<file path="config.mk">
export PLATFORM = sky130hd
export DESIGN_NAME = acs_sequencer
export DESIGN_NICKNAME = d
export VERILOG_FILES = /design/src/rtl/acs_pkg.sv /design/src/rtl/acs_sequencer.sv
export VERILOG_INCLUDE_DIRS = /design/src /design/src/rtl
export SDC_FILE = /design/constraint.sdc
export NUM_CORES = 1
export LEC_CHECK = 0
export ABC_AREA = 1
export BUFFER_PORTS_ARGS = -buffer_cell sky130_fd_sc_hd__buf_2
export CAP_MARGIN = 20
export CORE_MARGIN = 10
export CORE_UTILIZATION = 30
export DETAILED_ROUTE_END_ITERATION = 8
export PLACE_DENSITY_LB_ADDON = 0.08
export SYNTH_ARGS = -nofsm -noshare
export SYNTH_HDL_FRONTEND = slang
export SYNTH_SLANG_ARGS = --single-unit
</file>
<file path="constraint.sdc">
create_clock -name ref_clk -period 5.39 [get_ports ref_clk]
set_input_delay 0.2695 -clock ref_clk [delete_from_list [all_inputs] [get_ports ref_clk]]
set_output_delay 0.2695 -clock ref_clk [all_outputs]
set_load 0.005 [all_outputs]
</file>
<file path="src/rtl/acs_cfg.svh">
// Register map, field positions, reset values and widths of the sequencer
`ifndef ACS_CFG_SVH
`define ACS_CFG_SVH
`define ACS_OFS_CTRL        4'h0
`define ACS_OFS_SOFT_TRIG   4'h1
`define ACS_OFS_STATUS      4'h2
`define ACS_OFS_DELAY       4'h3
`define ACS_OFS_TRIM        4'h4
`define ACS_CTRL_W          9
`define ACS_CTRL_RST        9'h080
`define ACS_B_CAL_EN        0
`define ACS_B_TRIG_SEL      1
`define ACS_B_BG_EN         2
`define ACS_B_LOW_POWER_SPARE_ENABLE         3
`define ACS_B_LP_SW_SEL     4
`define ACS_B_FG_OFS_EN     5
`define ACS_B_BG_OFS_EN     6
`define ACS_B_DUAL          7
`define ACS_B_IN_SEL        8
`define ACS_DLY_W           16
`define ACS_SLEEP_RST       16'h0100
`define ACS_SETTLE_RST      16'h0040
`define ACS_TRIM_W          12
`define ACS_MID_CODE        12'h000
`define ACS_BANKS           3'h6
`define ACS_LAST_BANK       3'h5
`endif

</file>
<file path="src/rtl/acs_pkg.sv">
// Types of the calibration sequencer
package acs_pkg;
    typedef enum logic [6:0] {
        st_idle   = 7'h01,
        st_fg_bnk = 7'h02,
        st_fg_ofs = 7'h04,
        st_sleep  = 7'h08,
        st_wake   = 7'h10,
        st_bg_cal = 7'h20,
        st_bg_ofs = 7'h40
    } acs_state_e;

    typedef struct packed {
        acs_state_e  state;
        logic [8:0]  ctrl;
        logic        soft_trig;
        logic [15:0] sleep_dly;
        logic [15:0] settle_dly;
        logic [11:0] trim_a;
        logic [11:0] trim_b;
        logic        loaded;
        logic        done;
        logic        pu_pend;
        logic        src_prev;
        logic [15:0] cnt;
        logic [2:0]  bank;
        logic [1:0]  slot_a;
        logic [1:0]  slot_b;
        logic [1:0]  spare;
        logic        target;
        logic        ack;
        logic [31:0] rdata;
        logic [11:0] sample;
    } acs_regs_s;
endpackage

</file>
<file path="src/rtl/acs_sequencer.sv">
// Calibration sequencer: foreground, background and low-power rotation
//
// Chosen here: the register addresses and the Avalon-MM slave port.
`timescale 1ns/1ns
`include "acs_cfg.svh"

// Functional notes
// During foreground calibration all cores go offline, output forced to mid-code.
// Six banks in pairs form three two-way interleaved cores A, B, C.
// Dual mode: A samples input A, B input B; single: both one input.
// Background: spare core C periodically replaces core A and core B.
// Each bank is calibrated for linearity, gain and offset.
// Foreground calibration runs after power-up; host waits before configuring.
// Trigger comes from pin or software bit, chosen by source select.
// Background needs enable set, source select 0, software trigger 1; the code does not check source select.
// Background repeatedly calibrates spare, swaps it in, frees displaced core.
// Low-power on: offline cores stay powered down until due for calibration.
// Low-power automatic switching: sleep delay sets spare sleep time.
// Settle delay sets time a woken core settles before calibration.
// Switch select picks automatic or trigger-driven core switching.
// Software should avoid low-power background in single-channel mode.
// Foreground offset enable adds one offset step per foreground run.
// Background offset enable corrects offset in every background cycle.
// Software sets foreground offset enable before calibration enable.
// Offset calibration owns the trim; writes blocked while enabled.
// Software reads offsets only after done flag, not in background offset.
// Trims reset to per-device factory values, readable and writable.
// Done flag clears at foreground start, sets after banks and offset.
// Foreground starts on enable plus trigger; triggers while running ignored.
module acs_sequencer
    import acs_pkg::*;
(
    // Clock and reset
    input  wire logic        ref_clk,
    input  wire logic        rstn,
    // Avalon-MM slave
    input  wire logic [3:0]  avs_address,
    input  wire logic        avs_read,
    input  wire logic        avs_write,
    input  wire logic [31:0] avs_writedata,
    output logic      [31:0] avs_readdata,
    output logic             avs_waitrequest,
    // Trigger pin and factory trims
    input  wire logic        calibration_trigger_pin,
    input  wire logic [11:0] factory_offset_a,
    input  wire logic [11:0] factory_offset_b,
    // Analog calibration engine
    output logic             cal_step_req,
    output logic      [2:0]  cal_bank_sel,
    input  wire logic        cal_step_done,
    output logic             offset_step_req,
    input  wire logic        offset_step_done,
    input  wire logic [11:0] offset_result_a,
    input  wire logic [11:0] offset_result_b,
    // Cores and samples
    output logic      [2:0]  core_online,
    output logic      [2:0]  core_power_on,
    output logic      [2:0]  core_input_b,
    input  wire logic [11:0] sample_in,
    output logic      [11:0] sample_out
);
    import acs_pkg::*;

    acs_regs_s r_reg;
    acs_regs_s r_next;

    // ------------------------------------------------------------
    // Helpers
    // ------------------------------------------------------------
    function automatic logic [2:0] onehot3(input logic [1:0] idx);
        onehot3 = 3'h1 << idx;
    endfunction

    logic fg_run;
    logic bg_run;
    logic src_lvl;
    logic trig_edge;
    logic bus_req;
    logic bus_take;
    logic ofs_lock;
    logic spare_pwr;
    logic dual;
    logic in_sel;

    assign fg_run   = (r_reg.state == st_fg_bnk) || (r_reg.state == st_fg_ofs);
    assign bg_run   = (r_reg.state == st_sleep) || (r_reg.state == st_wake)
                   || (r_reg.state == st_bg_cal) || (r_reg.state == st_bg_ofs);
    // Trigger source mux, edge taken only
    assign src_lvl  = r_reg.ctrl[`ACS_B_TRIG_SEL] ? calibration_trigger_pin
                                                  : r_reg.soft_trig;
    assign trig_edge = src_lvl && !r_reg.src_prev;
    assign bus_req  = avs_read || avs_write;
    assign bus_take = bus_req && r_reg.ack;
    assign ofs_lock = r_reg.ctrl[`ACS_B_FG_OFS_EN]
                   || r_reg.ctrl[`ACS_B_BG_OFS_EN];
    assign dual     = r_reg.ctrl[`ACS_B_DUAL];
    assign in_sel   = r_reg.ctrl[`ACS_B_IN_SEL];

    // Spare powered in background, except in the sleep state with low power on
    assign spare_pwr = bg_run && (!r_reg.ctrl[`ACS_B_LOW_POWER_SPARE_ENABLE]
                                  || r_reg.state != st_sleep);

    // ------------------------------------------------------------
    // Outputs
    // ------------------------------------------------------------
    assign avs_waitrequest = bus_req && !r_reg.ack;
    assign avs_readdata    = r_reg.rdata;
    assign cal_step_req    = (r_reg.state == st_fg_bnk)
                          || (r_reg.state == st_bg_cal);
    assign offset_step_req = (r_reg.state == st_fg_ofs)
                          || (r_reg.state == st_bg_ofs);
    assign cal_bank_sel    = r_reg.bank;
    assign sample_out      = r_reg.sample;

    always_comb
    begin
        // Cores in the two slots carry data; all drop out in foreground
        core_online = fg_run ? 3'h0
                    : (onehot3(r_reg.slot_a) | onehot3(r_reg.slot_b));
        core_power_on = fg_run ? 3'h7
                      : (core_online
                         | (spare_pwr ? onehot3(r_reg.spare) : 3'h0));
        // Slot A on input A, slot B on input B, single on one input
        core_input_b = onehot3(r_reg.slot_b) & {3{dual | in_sel}};
        core_input_b = core_input_b
                     | (onehot3(r_reg.slot_a) & {3{!dual & in_sel}});
        // Spare prepares on the input of the slot it will take over
        if ((r_reg.target ? (dual | in_sel) : (!dual & in_sel)))
        begin
            core_input_b = core_input_b | onehot3(r_reg.spare);
        end
    end

    // ------------------------------------------------------------
    // Next state
    // ------------------------------------------------------------
    always_comb
    begin
        r_next = r_reg;
        r_next.src_prev = src_lvl;
        r_next.ack = bus_req && !r_reg.ack;
        r_next.sample = fg_run ? `ACS_MID_CODE : sample_in;

        // Per-device trims caught once after reset release
        if (!r_reg.loaded)
        begin
            r_next.loaded = 1'b1;
            r_next.trim_a = factory_offset_a;
            r_next.trim_b = factory_offset_b;
        end

        // Read data prepared in the wait cycle
        if (avs_read && !r_reg.ack)
        begin
            unique case (avs_address)
                `ACS_OFS_CTRL:
                    r_next.rdata = {23'h0, r_reg.ctrl};
                `ACS_OFS_SOFT_TRIG:
                    r_next.rdata = {31'h0, r_reg.soft_trig};
                `ACS_OFS_STATUS:
                    r_next.rdata = {11'h0, core_power_on, core_online,
                                    r_reg.spare, r_reg.bank, r_reg.state,
                                    bg_run, fg_run, r_reg.done};
                `ACS_OFS_DELAY:
                    r_next.rdata = {r_reg.settle_dly, r_reg.sleep_dly};
                `ACS_OFS_TRIM:
                    r_next.rdata = {4'h0, r_reg.trim_b, 4'h0, r_reg.trim_a};
                default:
                    r_next.rdata = 32'h0;
            endcase
        end

        if (avs_write && bus_take)
        begin
            unique case (avs_address)
                `ACS_OFS_CTRL:
                    r_next.ctrl = avs_writedata[`ACS_CTRL_W-1:0];
                `ACS_OFS_SOFT_TRIG:
                    r_next.soft_trig = avs_writedata[0];
                `ACS_OFS_DELAY:
                begin
                    r_next.sleep_dly  = avs_writedata[15:0];
                    r_next.settle_dly = avs_writedata[31:16];
                end
                `ACS_OFS_TRIM:
                    if (!ofs_lock)
                    begin
                        r_next.trim_a = avs_writedata[11:0];
                        r_next.trim_b = avs_writedata[27:16];
                    end
                default:
                    r_next.rdata = r_reg.rdata;
            endcase
        end

        unique case (r_reg.state)
            st_idle:
                // Power-up run, then triggered runs only from idle
                if (r_reg.pu_pend || (r_reg.ctrl[`ACS_B_CAL_EN] && trig_edge
                                      && !r_reg.ctrl[`ACS_B_BG_EN]))
                begin
                    r_next.pu_pend = 1'b0;
                    r_next.done    = 1'b0;
                    r_next.bank    = 3'h0;
                    r_next.state   = st_fg_bnk;
                end
                else if (r_reg.ctrl[`ACS_B_BG_EN]
                         && r_reg.ctrl[`ACS_B_CAL_EN]
                         && r_reg.soft_trig)
                begin
                    r_next.cnt   = r_reg.sleep_dly;
                    r_next.state = st_sleep;
                end
            st_fg_bnk:
                if (cal_step_done)
                begin
                    r_next.bank = r_reg.bank + 3'h1;
                    if (r_reg.bank == `ACS_LAST_BANK)
                    begin
                        r_next.bank = 3'h0;
                        if (r_reg.ctrl[`ACS_B_FG_OFS_EN])
                        begin
                            r_next.state = st_fg_ofs;
                        end
                        else
                        begin
                            r_next.done  = 1'b1;
                            r_next.state = st_idle;
                        end
                    end
                end
            st_fg_ofs, st_bg_ofs:
                if (offset_step_done)
                begin
                    r_next.trim_a = offset_result_a;
                    r_next.trim_b = offset_result_b;
                    if (r_reg.state == st_fg_ofs)
                    begin
                        r_next.done  = 1'b1;
                        r_next.state = st_idle;
                    end
                    else
                    begin
                        r_next.state = st_sleep;
                    end
                end
            st_sleep:
                // Switching rule chosen by the low-power select
                if (!r_reg.ctrl[`ACS_B_BG_EN])
                begin
                    r_next.state = st_idle;
                end
                else if (!r_reg.ctrl[`ACS_B_LOW_POWER_SPARE_ENABLE])
                begin
                    r_next.bank  = {r_reg.spare, 1'b0};
                    r_next.state = st_bg_cal;
                end
                else if (r_reg.ctrl[`ACS_B_LP_SW_SEL] ? trig_edge
                         : (r_reg.cnt == 16'h0))
                begin
                    r_next.cnt   = r_reg.settle_dly;
                    r_next.state = st_wake;
                end
                else if (!r_reg.ctrl[`ACS_B_LP_SW_SEL])
                begin
                    r_next.cnt = r_reg.cnt - 16'h1;
                end
            st_wake:
                if (r_reg.cnt == 16'h0)
                begin
                    r_next.bank  = {r_reg.spare, 1'b0};
                    r_next.state = st_bg_cal;
                end
                else
                begin
                    r_next.cnt = r_reg.cnt - 16'h1;
                end
            st_bg_cal:
                if (cal_step_done && !r_reg.bank[0])
                begin
                    r_next.bank = r_reg.bank + 3'h1;
                end
                else if (cal_step_done)
                begin
                    // Calibrated spare takes over one slot
                    r_next.target = !r_reg.target;
                    if (r_reg.target)
                    begin
                        r_next.slot_b = r_reg.spare;
                        r_next.spare  = r_reg.slot_b;
                    end
                    else
                    begin
                        r_next.slot_a = r_reg.spare;
                        r_next.spare  = r_reg.slot_a;
                    end
                    r_next.cnt   = r_reg.sleep_dly;
                    r_next.state = r_reg.ctrl[`ACS_B_BG_OFS_EN]
                                 ? st_bg_ofs : st_sleep;
                end
            default:
                r_next.state = st_idle;
        endcase
    end

    always_ff @(posedge ref_clk or negedge rstn)
    begin
        if (!rstn)
        begin
            r_reg            <= '0;
            r_reg.state      <= st_idle;
            r_reg.ctrl       <= `ACS_CTRL_RST;
            r_reg.sleep_dly  <= `ACS_SLEEP_RST;
            r_reg.settle_dly <= `ACS_SETTLE_RST;
            r_reg.pu_pend    <= 1'b1;
            r_reg.slot_b     <= 2'h1;
            r_reg.spare      <= 2'h2;
        end
        else
        begin
            r_reg <= r_next;
        end
    end
endmodule

</file>
==> impl_metrics.toml <==
[floorplan]
die_h_um = 188
io_pins = 162
chipWidth_um = 188
start_util = 0.305
die_area_mm2 = 0.0355
coreArea_mm2 = 0.0279
floorplan.rows = 61

[routing]
drt-total-wl_um = 28900
first_iter_violations = 695
first_pass_iters = 5
viasPerCell = 4.58
avgRoutedWirePerCell_um = 17.2
drt.antenna.violating_nets = 0
number_of_remaining_drc_errors = 0
via_count = 7678

[clock_tree]
cts_root_buffer = "clkbuf_16"
cts_setup_buffers = 0
cts_tree = "done"
clk_pin_slew_ns = 0.07
cts-resized-gates = 0
cts_num_sinks = 148
cts.path.max_buffers = 2
numCtsBuffers = 17
clock_latency_ns = 0.43
cts_hold_buffers = 1
h-tree-depth = 4

[worst_setup_path]
critPathKind = "flip-flop to output port"
critPathMaxStageDelay_ns = 0.45
path_cells = "inv_1 > nand2_4 > nor2_1 > nor2_1 > inv_1 > a21oi_1 > buf_2"
critical_path.startpoint_type = "flip-flop"
crit_fanout = 16
crit_required_ns = 5.12
worst-endpoint-arrival_ns = 2.61
worst_path_max_delay_cell = "nor2_1"
worstSetupEndpointType = "output port"

[place]
place_inst = 1642
numPortBuffers = 161
place.detailed.hpwl_um = 21700
dp_worst_setup_slack_ns = 1.99
globalplace.congestion = 0.881

[global_route]
first_global_vias = 7642
grt_start_max_net_pins = 64
gr-usage-all-layers = 0.161
grt_first_pass_wirelength_um = 45100
antenna_found_initial = 1
gr-total-overflow = 0

[sta]
finalSetupViolations = 0
final_hold_viol_count = 0
clock-skew-final_ns = 0.0147
grt_setup_unrepaired = "false"
finalWorstPathRequiredPeriod_ns = 2.88
finalCritPeriodShare = 0.533
final.setup.tns_ns = 0
worstMarginPinSlew_ns = 0.886
slew_viol_final = 0
slew_headroom = 0.408
clock.fmax_mhz = 348
setup_ws_ns = 2.51

[synth]
postSynthCellCount = 1187
synthesis.yosys.warnings = 0
portion_of_the_post_synthesis_area_used_by_sequential_elements = 0.437
synth.net_count = 1293
yosysUniqueCellTypes = 42
synth_ff_type = "dfrtp_1"
synth-edff-count = 0
ys_ff_latch = 148
synth_area_mm2 = 0.00850
syn-mean-instance-area_um2 = 7.16
asyncSetResetFlopFracSynth = 1.00

[cells_and_area]
n_fill_cell = 3072
largest_register_ffs = 99
ff_latch_area_mm2 = 0.00371
final-instance-count-excl-fill = 1677
antennaDiodeCount = 0
multiInputGateArea_mm2 = 0.00362
layout-drive-gt1-share = 0.183
flow.area_growth_from_synthesis_pct = 17.0
core_util_final = 0.357
total_number_of_nets_in_the_final_design = 1392

[power]
peakVddDrop_uv = 160
power.density_mw_per_mm2 = 293
cellLeakagePower_nw = 5.24
report.power.total_mw = 2.92

[run_status]
run_status = "completed"

[flow_run]
cap_viol_max_count = 0

[hold_path]
hold_class = "primary input to flip-flop"
[layout make-up]
cell class / count / area share
clock buffers: 20 / 0.0459
clock inverters: 12 / 0.0147
inverters: 164 / 0.0621
multi-input cells: 784 / 0.364
flip-flops and latches: 148 / 0.373
well taps: 378 / 0.0475
repair buffers: 171 / 0.0924
[path summary, 6_finish.rpt]
check | from | end | slack [ns] | depth (start not counted)
worst min register to register | avs_readdata[12] | avs_readdata[12] | 0.47 | 2
max in group asynchronous | rstn | r_reg[129] | 3.78 | 3
worst min-delay path | sample_in[8] | sample_out[8] | 0.05 | 3
worst max register to register | r_reg[55] | r_reg[147] | 2.82 | 11
worst max-delay path | r_reg[147] | core_online[2] | 2.51 | 7
min in group asynchronous | rstn | r_reg[91] | 0.40 | 2
[through the flow]
step | cell area [um^2] | hold slack [ns]
floorplan | 8500 | -0.0261
global placement | 9290 | 0.324
detailed placement | 9290 | 0.320
CTS | 9900 | 0.0304
global route | 9950 | 0.0355
finish | 9950 | 0.0464
[layout by cell type (no fill, tap or decap), types with 3 or more instances in the layout]
cell type | Yosys | layout
o31ai_1 | 6 | 6
nor2_2 | 6 | 7
o221ai_1 | 3 | 3
xor2_1 | 7 | 7
ha_1 | 3 | 3
nand3_1 | 72 | 72
clkbuf_16 | 0 | 18
nor2_1 | 120 | 119
inv_1 | 162 | 162
nand2_1 | 337 | 336
clkinv_4 | 0 | 4
nor2_4 | 4 | 4
mux2i_1 | 4 | 4
nand2_2 | 5 | 6
o22ai_1 | 18 | 18
o21ai_0 | 118 | 118
mux2_2 | 4 | 4
buf_4 | 48 | 7
nand4_1 | 4 | 4
dfstp_2 | 7 | 7
o21ai_1 | 3 | 3
clkinvlp_4 | 0 | 3
buf_2 | 12 | 160
nand3b_1 | 3 | 3
dfrtp_1 | 141 | 141
a21oi_1 | 49 | 49
[routing by layer]
| layer | GRT usage | share of wire | vias to the layer above |
|---|---|---|---|
| li1 | - | - | 3881 |
| met1 | 0.234 | 0.52 | 3540 |
| met2 | 0.236 | 0.41 | 234 |
| met3 | 0.0377 | 0.056 | 21 |
| met4 | 0.0388 | 0.011 | 2 |
| met5 | 0 | 0.00028 | - |
[synth_stat cells (2+ instances only)]
cell	count	area share
nand2_1	337	0.15
inv_1	162	0.072
dfrtp_1	141	0.42
nor2_1	120	0.053
o21ai_0	118	0.069
nand3_1	72	0.042
a21oi_1	49	0.029
buf_4	48	0.042
clkbuf_1	27	0.012
o22ai_1	18	0.013
buf_2	12	0.0071
dfstp_2	7	0.022
xor2_1	7	0.0072
nor2_2	6	0.0044
o31ai_1	6	0.0053
nand2_2	5	0.0037
mux2_2	4	0.0053
mux2i_1	4	0.0047
nand4_1	4	0.0029
nor2_4	4	0.0053
ha_1	3	0.0044
nand3b_1	3	0.0026
o21ai_1	3	0.0018
o221ai_1	3	0.0031
a221oi_1	2	0.0021
a22oi_1	2	0.0018
buf_1	2	0.00088
buf_6	2	0.0026
nand2_4	2	0.0026
nor3_1	2	0.0012
[worst max-delay path: cells and delay by family, from the launching register on]
kind,cells,cell delay [ns]
compound gates,1,0.34
buf+inv,3,0.70
flops,1,0.44
simple gates,3,0.70
[where the power goes]
| group | internal (mW) | switching (mW) |
|---|---|---|
| logic | 0.134 | 0.253 |
| registers | 1.22 | 0.0712 |
| clock network | 0.716 | 0.522 |
| total | 2.07 | 0.846 |
[cell families (layout without fill, tap and decap cells)]
family | after synthesis | in the layout | share of synthesized area
other | 1 | 1 | 0.000441
xor gates and xnor gates | 8 | 8 | 0.00824
AOI/OAI and AO/OA | 203 | 203 | 0.128
adders and majority gates | 3 | 3 | 0.00442
DFF | 148 | 148 | 0.437
buffers and inverters | 255 | 367 | 0.138
and+or+nand+nor | 561 | 561 | 0.275
muxes | 8 | 8 | 0.0100
(Power assumes the default switching activity.)
